`src/verilog/isc_defines.svh`:
```
`ifndef ISC_DEFINES_SVH
`define ISC_DEFINES_SVH
// Functional notes
// - One instruction cycle is four consecutive system clock periods.
// - Ordinary instructions take one cycle; branch, call, table read take two.
// - Branch, call, return and interrupt return add one extra cycle.
// - A write to the program counter low byte jumps and adds a cycle.
// - A taken skip adds one cycle; an untaken skip takes one.
// - Skips test a memory byte or one bit and bypass the next instruction.
// - Call saves the following address; return resumes at that address.
// - Branch loads the target without saving a return address.
// - Add reports carry above 255; subtract reports borrow below zero.
// - Increment and decrement change by one, into memory or accumulator.
// - And, or, xor and invert set zero flag when result is zero.
// - Rotates shift one bit; through-carry forms exchange a bit with carry.
// - Moves are memory to accumulator, accumulator to memory, immediate.
// - Two-operand logic always uses the accumulator as one operand.
// - Bit set and clear change only the indexed bit of the byte.
// - Add and subtract update zero, carry, half carry and overflow.
`define ISC_PH_LAST     2'h3
`define ISC_PC_W        11
`define ISC_DA_W        7
`define ISC_IR_W        14
`define ISC_STACK_DEPTH 6
`define ISC_PCL_ADDR    7'h02
`define ISC_PC_RST      11'h000
`define ISC_ACC_RST     8'h00
`define ISC_CLS_MEM     2'h0
`define ISC_CLS_IMM     2'h1
`define ISC_CLS_BIT     2'h2
`define ISC_CLS_BR      2'h3
`define ISC_F_MOV       4'h0
`define ISC_F_ADD       4'h1
`define ISC_F_ADC       4'h2
`define ISC_F_SUB       4'h3
`define ISC_F_SBC       4'h4
`define ISC_F_AND       4'h5
`define ISC_F_OR        4'h6
`define ISC_F_XOR       4'h7
`define ISC_F_CPL       4'h8
`define ISC_F_INC       4'h9
`define ISC_F_DEC       4'ha
`define ISC_F_RR        4'hb
`define ISC_F_RL        4'hc
`define ISC_F_RRC       4'hd
`define ISC_F_RLC       4'he
`define ISC_F_CTL       4'hf
`define ISC_B_SET       2'h0
`define ISC_B_CLR       2'h1
`define ISC_B_SKC       2'h2
`define ISC_B_SKS       2'h3
`define ISC_C_NOP       7'h00
`define ISC_C_RET       7'h01
`define ISC_C_INTERRUPT_EXIT      7'h02
`define ISC_C_TBL       7'h03
`endif

```
`src/verilog/isc_pkg.sv`:
```
package isc_pkg;
   typedef enum logic [1:0] {ST_RUN, ST_REFILL, ST_TABLE} isc_state_e;
endpackage

```
`src/verilog/isc_core.sv`:
```
`timescale 1ns/1ps
`include "isc_defines.svh"
module isc_core
   import isc_pkg::*;
#(
   parameter int STACK_DEPTH = `ISC_STACK_DEPTH
) (
   input  wire logic                 clk_sys,
   input  wire logic                 nrst,
   output logic     [`ISC_PC_W-1:0]  progAddr,
   input  wire logic [`ISC_IR_W-1:0] progData,
   output logic     [`ISC_DA_W-1:0]  dataAddr,
   input  wire logic [7:0]           dataRd,
   output logic     [7:0]            dataWr,
   output logic                      dataWe,
   output logic     [7:0]            acc,
   output logic                      zeroFlag,
   output logic                      carryFlag,
   output logic                      halfCarryFlag,
   output logic                      signedRangeFlag,
   output logic                      execStrobe,
   output logic                      extraCycle
);
   localparam int SP_W = (STACK_DEPTH > 1) ? $clog2(STACK_DEPTH) : 1;

   generate
      if (STACK_DEPTH < 2) begin : g_bad
         $error("isc_core: STACK_DEPTH must be at least 2");
      end
   endgenerate

   logic [1:0]           rstSync_r;
   wire                  rst_n = rstSync_r[1];
   logic [1:0]           phase_r, phase_nxt;
   isc_state_e           state_r, state_nxt;
   logic [`ISC_IR_W-1:0] ir_r, ir_nxt;
   logic [`ISC_PC_W-1:0] pc_r, pc_nxt, pAddr_r, pAddr_nxt, stackTop;
   logic [`ISC_DA_W-1:0] dAddr_r, dAddr_nxt;
   logic [7:0]           acc_r, acc_nxt, wr_r, wr_nxt;
   logic                 we_r, we_nxt, done_r, done_nxt;
   logic                 z_r, z_nxt, c_r, c_nxt, ac_r, ac_nxt, ov_r, ov_nxt;
   logic [SP_W-1:0]      sp_r, sp_nxt;
   logic                 pushEn, twoCyc, tableRd, wb, wbMem, setZ;
   logic                 skipTaken;
   logic [7:0]           res, opnd;
   logic [10:0]          t;

   wire [1:0] cls     = ir_r[13:12];
   wire [3:0] fn      = ir_r[11:8];
   wire       toMem   = ir_r[7];
   wire [1:0] bsub    = ir_r[11:10];
   wire [2:0] bidx    = ir_r[9:7];
   wire [6:0] ctl     = ir_r[6:0];
   wire [7:0] bitMask = 8'h01 << bidx;
   wire       execNow = (phase_r == `ISC_PH_LAST) && (state_r == ST_RUN);

   function automatic logic [10:0] aluAdd(input logic [7:0] a,
                                          input logic [7:0] b,
                                          input logic       cin);
      logic [8:0] s;
      logic [4:0] h;
      s = {1'b0, a} + {1'b0, b} + {8'h00, cin};
      h = {1'b0, a[3:0]} + {1'b0, b[3:0]} + {4'h0, cin};
      aluAdd = {(a[7] == b[7]) && (s[7] != a[7]), h[4], s[8], s[7:0]};
   endfunction

   function automatic logic [SP_W-1:0] spStep(input logic [SP_W-1:0] p,
                                              input logic            up);
      if (up) begin
         spStep = (p == SP_W'(STACK_DEPTH - 1)) ? '0 : p + SP_W'(1);
      end else begin
         spStep = (p == '0) ? SP_W'(STACK_DEPTH - 1) : p - SP_W'(1);
      end
   endfunction

   always_ff @(posedge clk_sys or negedge nrst) begin
      if (!nrst) begin
         rstSync_r <= 2'h0;
      end else begin
         rstSync_r <= {rstSync_r[0], 1'b1};
      end
   end

   always_comb begin
      phase_nxt = phase_r + 2'h1;
      state_nxt = state_r;
      ir_nxt    = ir_r;
      dAddr_nxt = dAddr_r;
      pc_nxt    = pc_r;
      pAddr_nxt = pAddr_r;
      acc_nxt   = acc_r;
      wr_nxt    = wr_r;
      we_nxt    = 1'b0;
      done_nxt  = 1'b0;
      z_nxt     = z_r;
      c_nxt     = c_r;
      ac_nxt    = ac_r;
      ov_nxt    = ov_r;
      sp_nxt    = sp_r;
      pushEn    = 1'b0;
      twoCyc    = 1'b0;
      tableRd   = 1'b0;
      wb        = 1'b0;
      wbMem     = 1'b0;
      setZ      = 1'b0;
      skipTaken = 1'b0;
      res       = 8'h00;
      t         = 11'h000;
      opnd      = (cls == `ISC_CLS_IMM) ? ir_r[7:0] : dataRd;
      if (phase_r == 2'h0) begin
         ir_nxt    = progData;
         dAddr_nxt = progData[6:0];
      end
      if (phase_r == `ISC_PH_LAST) begin
         case (state_r)
            ST_RUN: begin
               done_nxt = 1'b1;
               pc_nxt   = pc_r + 11'h001;
               if (cls == `ISC_CLS_BR) begin
                  pc_nxt = ir_r[10:0];
                  twoCyc = 1'b1;
                  if (ir_r[11]) begin
                     pushEn = 1'b1;
                     sp_nxt = spStep(sp_r, 1'b1);
                  end
               end else if (cls == `ISC_CLS_BIT) begin
                  if (bsub == `ISC_B_SET) begin
                     res   = dataRd | bitMask;
                     wb    = 1'b1;
                     wbMem = 1'b1;
                  end else if (bsub == `ISC_B_CLR) begin
                     res   = dataRd & ~bitMask;
                     wb    = 1'b1;
                     wbMem = 1'b1;
                  end else begin
                     skipTaken = ((dataRd & bitMask) != 8'h00) ==
                                 (bsub == `ISC_B_SKS);
                  end
               end else if (cls == `ISC_CLS_MEM && fn == `ISC_F_CTL) begin
                  if (toMem) begin
                     skipTaken = (dataRd == 8'h00);
                  end else if (ctl == `ISC_C_RET || ctl == `ISC_C_INTERRUPT_EXIT) begin
                     pc_nxt = stackTop;
                     sp_nxt = spStep(sp_r, 1'b0);
                     twoCyc = 1'b1;
                  end else if (ctl == `ISC_C_TBL) begin
                     tableRd = 1'b1;
                  end
               end else begin
                  wb    = 1'b1;
                  wbMem = (cls == `ISC_CLS_MEM) && toMem;
                  case (fn)
                     `ISC_F_MOV: res = wbMem ? acc_r : opnd;
                     `ISC_F_ADD: t = aluAdd(acc_r, opnd, 1'b0);
                     `ISC_F_ADC: t = aluAdd(acc_r, opnd, c_r);
                     `ISC_F_SUB: t = aluAdd(acc_r, ~opnd, 1'b1);
                     `ISC_F_SBC: t = aluAdd(acc_r, ~opnd, ~c_r);
                     `ISC_F_AND: res = acc_r & opnd;
                     `ISC_F_OR:  res = acc_r | opnd;
                     `ISC_F_XOR: res = acc_r ^ opnd;
                     `ISC_F_CPL: res = ~opnd;
                     `ISC_F_INC: res = opnd + 8'h01;
                     `ISC_F_DEC: res = opnd - 8'h01;
                     `ISC_F_RR:  res = {opnd[0], opnd[7:1]};
                     `ISC_F_RL:  res = {opnd[6:0], opnd[7]};
                     `ISC_F_RRC: begin
                        res   = {c_r, opnd[7:1]};
                        c_nxt = opnd[0];
                     end
                     `ISC_F_RLC: begin
                        res   = {opnd[6:0], c_r};
                        c_nxt = opnd[7];
                     end
                     default: res = opnd;
                  endcase
                  // Carry doubles as the borrow flag on subtraction.
                  if (fn >= `ISC_F_ADD && fn <= `ISC_F_SBC) begin
                     res    = t[7:0];
                     c_nxt  = (fn >= `ISC_F_SUB) ? ~t[8] : t[8];
                     ac_nxt = (fn >= `ISC_F_SUB) ? ~t[9] : t[9];
                     ov_nxt = t[10];
                  end
                  setZ = (fn >= `ISC_F_ADD && fn <= `ISC_F_DEC);
               end
               if (setZ) begin
                  z_nxt = (res == 8'h00);
               end
               if (skipTaken) begin
                  pc_nxt = pc_r + 11'h002;
                  twoCyc = 1'b1;
               end
               if (wb && wbMem) begin
                  if (dAddr_r == `ISC_PCL_ADDR) begin
                     pc_nxt = {pc_r[10:8], res};
                     twoCyc = 1'b1;
                  end else begin
                     we_nxt = 1'b1;
                     wr_nxt = res;
                  end
               end else if (wb) begin
                  acc_nxt = res;
               end
               if (tableRd) begin
                  state_nxt = ST_TABLE;
                  pAddr_nxt = {pc_r[10:8], acc_r};
               end else begin
                  pAddr_nxt = pc_nxt;
                  state_nxt = twoCyc ? ST_REFILL : ST_RUN;
               end
            end
            // The prefetched word is dropped; the cycle refetches the target.
            ST_REFILL: state_nxt = ST_RUN;
            ST_TABLE: begin
               acc_nxt   = ir_r[7:0];
               pAddr_nxt = pc_r;
               state_nxt = ST_RUN;
            end
            default: state_nxt = ST_RUN;
         endcase
      end
   end

   always_ff @(posedge clk_sys or negedge rst_n) begin
      if (!rst_n) begin
         phase_r <= 2'h0;
         state_r <= ST_RUN;
         ir_r    <= '0;
         dAddr_r <= '0;
         pc_r    <= `ISC_PC_RST;
         pAddr_r <= `ISC_PC_RST;
         acc_r   <= `ISC_ACC_RST;
         wr_r    <= 8'h00;
         we_r    <= 1'b0;
         done_r  <= 1'b0;
         z_r     <= 1'b0;
         c_r     <= 1'b0;
         ac_r    <= 1'b0;
         ov_r    <= 1'b0;
         sp_r    <= '0;
      end else begin
         phase_r <= phase_nxt;
         state_r <= state_nxt;
         ir_r    <= ir_nxt;
         dAddr_r <= dAddr_nxt;
         pc_r    <= pc_nxt;
         pAddr_r <= pAddr_nxt;
         acc_r   <= acc_nxt;
         wr_r    <= wr_nxt;
         we_r    <= we_nxt;
         done_r  <= done_nxt;
         z_r     <= z_nxt;
         c_r     <= c_nxt;
         ac_r    <= ac_nxt;
         ov_r    <= ov_nxt;
         sp_r    <= sp_nxt;
      end
   end

   isc_stack #(
      .DEPTH (STACK_DEPTH),
      .WIDTH (`ISC_PC_W),
      .AW    (SP_W)
   ) u_stack (
      .clk_sys (clk_sys),
      .rst_n   (rst_n),
      .wrEn    (pushEn),
      .wrAddr  (sp_r),
      .wrData  (pc_r + 11'h001),
      .rdAddr  (spStep(sp_r, 1'b0)),
      .rdData  (stackTop)
   );

   assign progAddr        = pAddr_r;
   assign dataAddr        = dAddr_r;
   assign dataWr          = wr_r;
   assign dataWe          = we_r;
   assign acc             = acc_r;
   assign zeroFlag        = z_r;
   assign carryFlag       = c_r;
   assign halfCarryFlag   = ac_r;
   assign signedRangeFlag = ov_r;
   assign execStrobe      = done_r;
   assign extraCycle      = (state_r != ST_RUN);

   wire [8:0] sum9   = {1'b0, acc_r} + {1'b0, dataRd};
   wire isMem        = execNow && cls == `ISC_CLS_MEM && !toMem;
   wire isJmp        = execNow && cls == `ISC_CLS_BR && !ir_r[11];
   wire isCall       = execNow && cls == `ISC_CLS_BR && ir_r[11];
   wire isRet        = execNow && cls == `ISC_CLS_MEM && fn == `ISC_F_CTL &&
                       !toMem && ctl == `ISC_C_RET;
   wire isTbl        = execNow && cls == `ISC_CLS_MEM && fn == `ISC_F_CTL &&
                       !toMem && ctl == `ISC_C_TBL;
   wire isBitSkip    = execNow && cls == `ISC_CLS_BIT && bsub[1];
endmodule

```
`src/verilog/isc_stack.sv`:
```
`timescale 1ns/1ps
module isc_stack #(
   parameter int DEPTH = 6,
   parameter int WIDTH = 11,
   parameter int AW    = 3
) (
   input  wire logic             clk_sys,
   input  wire logic             rst_n,
   input  wire logic             wrEn,
   input  wire logic [AW-1:0]    wrAddr,
   input  wire logic [WIDTH-1:0] wrData,
   input  wire logic [AW-1:0]    rdAddr,
   output logic      [WIDTH-1:0] rdData
);
   logic [WIDTH-1:0] mem [DEPTH];

   generate
      if (DEPTH < 2 || (1 << AW) < DEPTH) begin : g_bad
         $error("isc_stack: DEPTH does not fit the address width");
      end
   endgenerate

   always_ff @(posedge clk_sys) begin
      if (wrEn) begin
         mem[wrAddr] <= wrData;
      end
   end

   // Read data is registered every clock, so a push shows on the top within two edges.
   always_ff @(posedge clk_sys or negedge rst_n) begin
      if (!rst_n) begin
         rdData <= '0;
      end else begin
         rdData <= mem[rdAddr];
      end
   end
endmodule

```
`config.mk`:
```
export PLATFORM = sky130hd
export DESIGN_NAME = isc_core
export DESIGN_NICKNAME = d
export VERILOG_FILES = /design/src/verilog/isc_pkg.sv /design/src/verilog/isc_core.sv /design/src/verilog/isc_stack.sv
export VERILOG_INCLUDE_DIRS = /design/src /design/src/verilog
export SDC_FILE = /design/constraint.sdc
export NUM_CORES = 1
export LEC_CHECK = 0
export BUFFER_PORTS_ARGS = -buffer_cell sky130_fd_sc_hd__buf_2
export CORE_MARGIN = 2
export CORE_UTILIZATION = 50
export CTS_CLUSTER_SIZE = 20
export DETAILED_ROUTE_END_ITERATION = 16
export PLACE_DENSITY = 0.76
export RECOVER_POWER = 50
export SETUP_SLACK_MARGIN = 0.1
export SLEW_MARGIN = 20
export SYNTH_ARGS = -nofsm -noshare
export SYNTH_HDL_FRONTEND = slang
export SYNTH_SLANG_ARGS = --single-unit
```
`constraint.sdc`:
```
create_clock -name clk_sys -period 6.85 [get_ports clk_sys]
set_clock_uncertainty 0.15 [all_clocks]
set_input_delay 0.3425 -clock clk_sys [delete_from_list [all_inputs] [get_ports clk_sys]]
set_output_delay 0.3425 -clock clk_sys [all_outputs]
set_load 0.01 [all_outputs]
```
==> flow_summary.ini, run 1 <==
[worst_setup_path]
required_ns = 7.03
cp.arrival_ns = 5.69
r2r-start = ir_r[13]
path_max_fanout = 22
timing.rr.end = progAddr[6]
cp-start-kind = flip-flop
crit_start = ir_r[13]
reg2regPathDepth = 15
rrSetupSlack_ns = 1.34
endpoint_kind = flip-flop
endpoint = progAddr[6]
crit_type = flip-flop to flip-flop

[cts]
path_clk_slew_ns = 0.07
postCtsSetupBuffers = 0
clock_path_buffers = 2
clk_latency_ns = 0.42
clock-sinks = 144
cts-root-buf = clkbuf_16
cts_tree = built
cts_buffers = 17
cts_max_level = 4

[global_route]
grt_pass1_vias = 8558
top_usage_layer = met1
grt_pass1_wl_um = 50830
grtUsageTotal = 0.3099
met3_usage = 0.07712
antenna_found_initial = 0
grt_max_degree = 77
grtUsageMet1 = 0.4579
overflow = 0
grtUsageMet2 = 0.4422

[floorplanning]
fp.dieH_um = 145.5
die_area_um2 = 21160
die_w_um = 145.5
ios = 65
initial_utilization = 0.5125
rows = 51
core-area_um2 = 19530

[sta]
drv_slew = 58
post-route-period-util = 0.8045
hold_slack_ns = 0.007467
layout_min_cycle_time_ns = 5.511
slew_headroom = -1.092
fmax_mhz = 181.5
tightestPinTransition_ns = 3.139
tns_ns = 0
finalSetupViolations = 0
rsz0062_at_grt = false
hold_viol = 0

[detailed_routing]
viasPerCell = 6.597
first_pass_iters = 5
drt_wl_total_um = 33150
detail_route.wl_per_cell_um = 24.02
drc = 0
drtIter0Drc = 1499
ant_nets = 0
via_count = 9104

[yosys]
ys_seq_area_frac = 0.3931
async_flop_share = 0.5417
synth_edf_count = 66
syn_inst = 1070
synth_top_cell_by_area = edfxtp_1
synth.area.top_cells = edfxtp_1 (20%), dfrtp_1 (20%), ha_1 (4.8%)
synth_seq_cells = 144
syn_area_per_cell_um2 = 9.352
synth.distinct_cells = 85
netlist.area_leader.share = 0.1980
syn-num-nets = 1134
ys.flop_type = dfrtp_1
ys_warn_count = 0
syn_area_um2 = 10010

[power]
p_clk_frac = 0.263
vdd_drop_max_uv = 204.2
seqPwrFrac = 0.378
pwr-share-comb = 0.359
power_density_nw_per_um2 = 298.6
leakage_uw = 0.004477
p_switching_uw = 1316
total_power_uw = 3314
swShare = 0.3971
p_int_uw = 1998

[place]
port_buffers = 64
hpwl_um = 23780
placed_area_um2 = 10470
gp_congestion = 0.9969

[final_layout]
num_antenna_cells = 0
final_cell_mix = nand2_1 (112), nor2_1 (90), o21ai_0 (82), dfrtp_1 (78)
final_core_util = 0.5682
area_growth_pct = 10.88
final_area_um2 = 11100
nets = 1166
final_layout_size_suffix_gt1_frac = 0.1139
final_common_cell = nand2_1

[status]
violations = capacitance limit, slew limit
status = finished with violations

[worst_hold_path]
hp-class = primary input to flip-flop
min_from = progData[13]

[run]
maxCapViolCount = 1
-- worst max-delay path: stages (launching register included) --
cell and delay [ns]:
dfrtp_1 0.76, nand2b_4 0.42, mux2i_1 0.65, inv_1 0.10, ha_1 0.24, a211o_1 0.31, ha_1 0.24, or3_1 0.35
a211o_1 0.28, nand4_1 0.09, or4bb_1 0.60, nor4_1 0.34, a2111oi_0 0.11, a22oi_1 0.44, a21oi_1 0.16, a21oi_1 0.17
-- state kept, by name, summed over array words and instances (netlist names), 2 cells and up --
| signal | cells |
|---|---|
| progAddr | 11 |
| ir_r | 14 |
| u_stack.mem | 66 |
| rstSync_r | 2 |
| sp_r | 3 |
| state_r | 2 |
| u_stack.rdData | 11 |
| acc | 8 |
| dataWr | 8 |
| phase_r | 2 |
| pc_r | 11 |
-- what timing repair did --
| action | in CTS | in global routing |
|---|---|---|
| hold buffers | 13 | 0 |
| resized for setup | 0 | 0 |
| endpoints found under the hold margin | 14 | 0 |
-- worst min-delay path by stage --
stage / to / slack [ns] / cells after the start
final: ir_r[13] / 0.007 / 2
after global routing: ir_r[4] / 0.03 / 2
after CTS: ir_r[4] / 0.0002 / 2
after detailed placement: rstSync_r[0] / -0.02 / 1
after global placement: rstSync_r[0] / -0.02 / 1
after floorplan: rstSync_r[0] / -0.10 / 0
-- synthesized netlist by cell type (7+ instances only) --
library cell and number:
a211o_1 7, a211oi_1 9, a21o_1 7, a21oi_1 66
a22oi_1 17, a31oi_1 8, buf_1 9, buf_2 13
buf_4 9, clkbuf_1 43, dfrtp_1 78, edfxtp_1 66
ha_1 38, inv_1 42, mux2_2 27, mux2i_1 41
mux4_2 12, nand2_1 112, nand2b_1 12, nand3_1 21
nand4_1 7, nor2_1 91, nor2b_1 12, nor3_1 19
nor4_1 11, o211ai_1 17, o21ai_0 82, o22ai_1 18
xnor2_1 32, xor2_1 21
-- power by group through the flow --
stage	clock network, uW	registers [uW]	logic (uW)
6_report	872	1250	1190
4_1_cts	884	1250	1170
2_1_floorplan	0	1190	843
3_3_place_gp	0	1260	1140
5_1_grt	919	1260	1290
3_5_place_dp	0	1260	1160
-- kinds of logic (layout without fill, tap and decap cells) --
| logic type | after synthesis | count (layout) | synth area share |
|---|---|---|---|
| other | 1 | 1 | 0.0003747 |
| xor gates and xnor gates | 54 | 54 | 0.04801 |
| DFF | 144 | 144 | 0.3931 |
| and+or+nand+nor | 328 | 328 | 0.1587 |
| AOI/OAI and AO/OA | 304 | 304 | 0.1988 |
| muxes | 80 | 80 | 0.09840 |
| adders and majority gates | 40 | 40 | 0.05151 |
| buffers and inverters | 119 | 164 | 0.05114 |
-- stage by stage --
stage,cells,setup slack (ns)
6_report,1380,1.339
5_1_grt,1380,0.9559
3_5_place_dp,1334,1.497
4_1_cts,1379,1.468
3_3_place_gp,1334,1.636
2_1_floorplan,1070,2.334
-- routing by layer --
layer,up-vias,share of wire
li1,4011,-
met3,101,0.12
met1,4380,0.42
met4,0,0.033
met2,612,0.42
met5,-,0
-- final cells by class --
class,count,area (um^2)
Fill cell,1781,8431
Multi-Input combinational cell,807,5633
Sequential cell,144,3934
Timing Repair Buffer,89,484.2
Clock buffer,18,429.2
Tap cell,265,331.6
Inverter,43,161.4
Clock inverter,14,122.6
(Power assumes the default switching activity.)
==> run 2, diff against run 1 <==
==> constraint.sdc (replaced) <==
create_clock -name clk_sys -period 5.45 [get_ports clk_sys]
set_clock_uncertainty 0.15 [all_clocks]
set_input_delay 0.2725 -clock clk_sys [delete_from_list [all_inputs] [get_ports clk_sys]]
set_output_delay 0.2725 -clock clk_sys [all_outputs]
set_load 0.01 [all_outputs]
==> run 2 against run 1 <==
- the flow still finishes with violations (capacitance limit, slew limit)
- die area is the same
- clock power grew 32%
- design area is 1.6% higher
- final cell count increased by 1.5%
- utilization up 0.92 points
- register-to-register slack got worse by 0.88 ns
- worst hold slack gained 0.20 ns
- routed wire length rose by 2.0%
==> flow_summary.ini, run 2 (synthesis results as in run 1) <==
[detailed_routing]
drtIter0Drc = 1372
viasPerCell = 6.537
ant_nets = 0
detail_route.wl_per_cell_um = 24.14
drc = 0
via_count = 9159
first_pass_iters = 6
drt_wl_total_um = 33820

[floorplanning]
die_w_um = 145.5
core-area_um2 = 19530
ios = 65
die_area_um2 = 21160
rows = 51
initial_utilization = 0.5125
fp.dieH_um = 145.5

[sta]
tns_ns = 0
tightestPinTransition_ns = 2.165
finalSetupViolations = 0
slew_headroom = -0.4432
post-route-period-util = 0.9162
layout_min_cycle_time_ns = 4.993
fmax_mhz = 200.3
rsz0062_at_grt = false
drv_slew = 50
hold_viol = 0

[worst_setup_path]
crit_buf_inv = 0
cp-start-kind = flip-flop
endpoint_kind = flip-flop
worstPathCellList = nand2b_4 -> mux2i_1 -> ha_1 -> or2_2 -> a2111oi_0 -> a221o_2 -> nor2_1 -> nand3_1 -> xnor2_1 -> a211oi_1 -> o21ai_0 -> a21oi_1 -> nor3_1
max_stage_delay_ns = 0.72
slowest_stage = o21ai_0
required_ns = 5.63
crit_type = flip-flop to flip-flop
crit_start = ir_r[12]
crit_family = compound AO/OA/AOI/OAI gates
r2r-start = ir_r[12]
timing.rr.end = progAddr[4]
rrSetupSlack_ns = 0.46
cp.depth = 13
endpoint = progAddr[4]
cp.arrival_ns = 5.18
path_max_fanout = 16
reg2regPathDepth = 13

[cts]
cts_tree = built
clock-sinks = 144
postCtsSetupBuffers = 0
clk_latency_ns = 0.42
cts_max_level = 4
cts_buffers = 17
clock_path_buffers = 2
cts.repair.resized = 0
cts-root-buf = clkbuf_16
path_clk_slew_ns = 0.07

[final_layout]
largest_register = u_stack.mem
final_layout_size_suffix_gt1_frac = 0.1303
reg.largest.list = u_stack.mem (66), ir_r (14)
multi_input_area_um2 = 5607
final_cell_mix = nand2_1 (112), nor2_1 (90), o21ai_0 (82), dfrtp_1 (78)
fillCellCount = 1692
nets = 1187
regArea_um2 = 3934
largest_reg_flops = 66
num_antenna_cells = 0
area_growth_pct = 12.67
final_common_cell = nand2_1

[power]
total_power_uw = 4235
vdd_drop_max_uv = 343.5
power_density_nw_per_um2 = 375.6
leakage_uw = 0.004573

[global_route]
antenna_found_initial = 0
grt_max_degree = 77
overflow = 0
grt_pass1_vias = 8690
grt_pass1_wl_um = 51980
grtUsageTotal = 0.3174

[place]
hpwl_um = 24280
port_buffers = 64
gp_congestion = 1.042

[run]
maxCapViolCount = 2

[status]
status = finished with violations
violations = capacitance limit, slew limit

[worst_hold_path]
hp-class = flip-flop to flip-flop
[run 2: cell types whose count changed in the layout (fill, tap and decap cells not counted), sizes merged]
cell	delta
buf	+18
clkbuf	-1
clkinv	+2
clkinvlp	-1
dlygate4sd3	+3
[run 2: report_power, final]
group	internal (uW)	total, uW	switching (uW)
clock network	618	1150	536
registers	1350	1570	215
logic	566	1520	950
total	2530	4230	1700
[run 2: stage by stage]
step                hold WS, ns    util  setup slack [ns]  instance area (um^2)  std cells
finish                   0.2113  0.5774            0.4567                 11270       1401
global route             0.2111  0.5774            0.2431                 11270       1401
CTS                      0.2090  0.5796            0.6502                 11320       1400
detailed placement     -0.09067  0.5410            0.6840                 10560       1352
global placement       -0.09145  0.5410            0.7246                 10560       1352
floorplan               -0.1731       -            0.9344                 10010       1070
[run 2: cell type report]
cell class,instances,area share
multi-input combinational,807,0.4973
sequential,144,0.3489
timing repair buffer,110,0.05737
clock buffer,17,0.03773
tap,265,0.02941
clock inverter,15,0.01498
inverter,43,0.01432
[run 2: what timing repair did]
item / in CTS / in global routing
hold buffers: 16 / 0
hold endpoints to repair: 16 / 0
endpoints found under the setup margin: 0 / 0
[run 2: worst min-delay path by stage]
stage                       from            to  slack (ns)  cells past startpoint
floorplan                   nrst  rstSync_r[0]       -0.17                      0
global placement            nrst  rstSync_r[0]       -0.09                      1
detailed placement          nrst  rstSync_r[0]       -0.09                      1
CTS                 rstSync_r[0]  rstSync_r[1]        0.21                      0
global route        rstSync_r[0]  rstSync_r[1]        0.21                      0
finish              rstSync_r[0]  rstSync_r[1]        0.21                      0
[run 2: worst register-to-register path: stages, from the launching register on]
cell and delay, ns:
dfrtp_1 0.41, nand2b_4 0.24, mux2i_1 0.59, ha_1 0.52, or2_2 0.37, a2111oi_0 0.58, a221o_2 0.38, nor2_1 0.11
nand3_1 0.23, xnor2_1 0.16, a211oi_1 0.12, o21ai_0 0.72, a21oi_1 0.16, nor3_1 0.18
[run 2: layer usage]
layer,GRT usage,vias up,share of wire
li1,-,4058,-
met1,0.4748,4418,0.44
met2,0.4652,607,0.43
met3,0.05893,76,0.10
met4,0.1054,0,0.028
met5,0,-,0
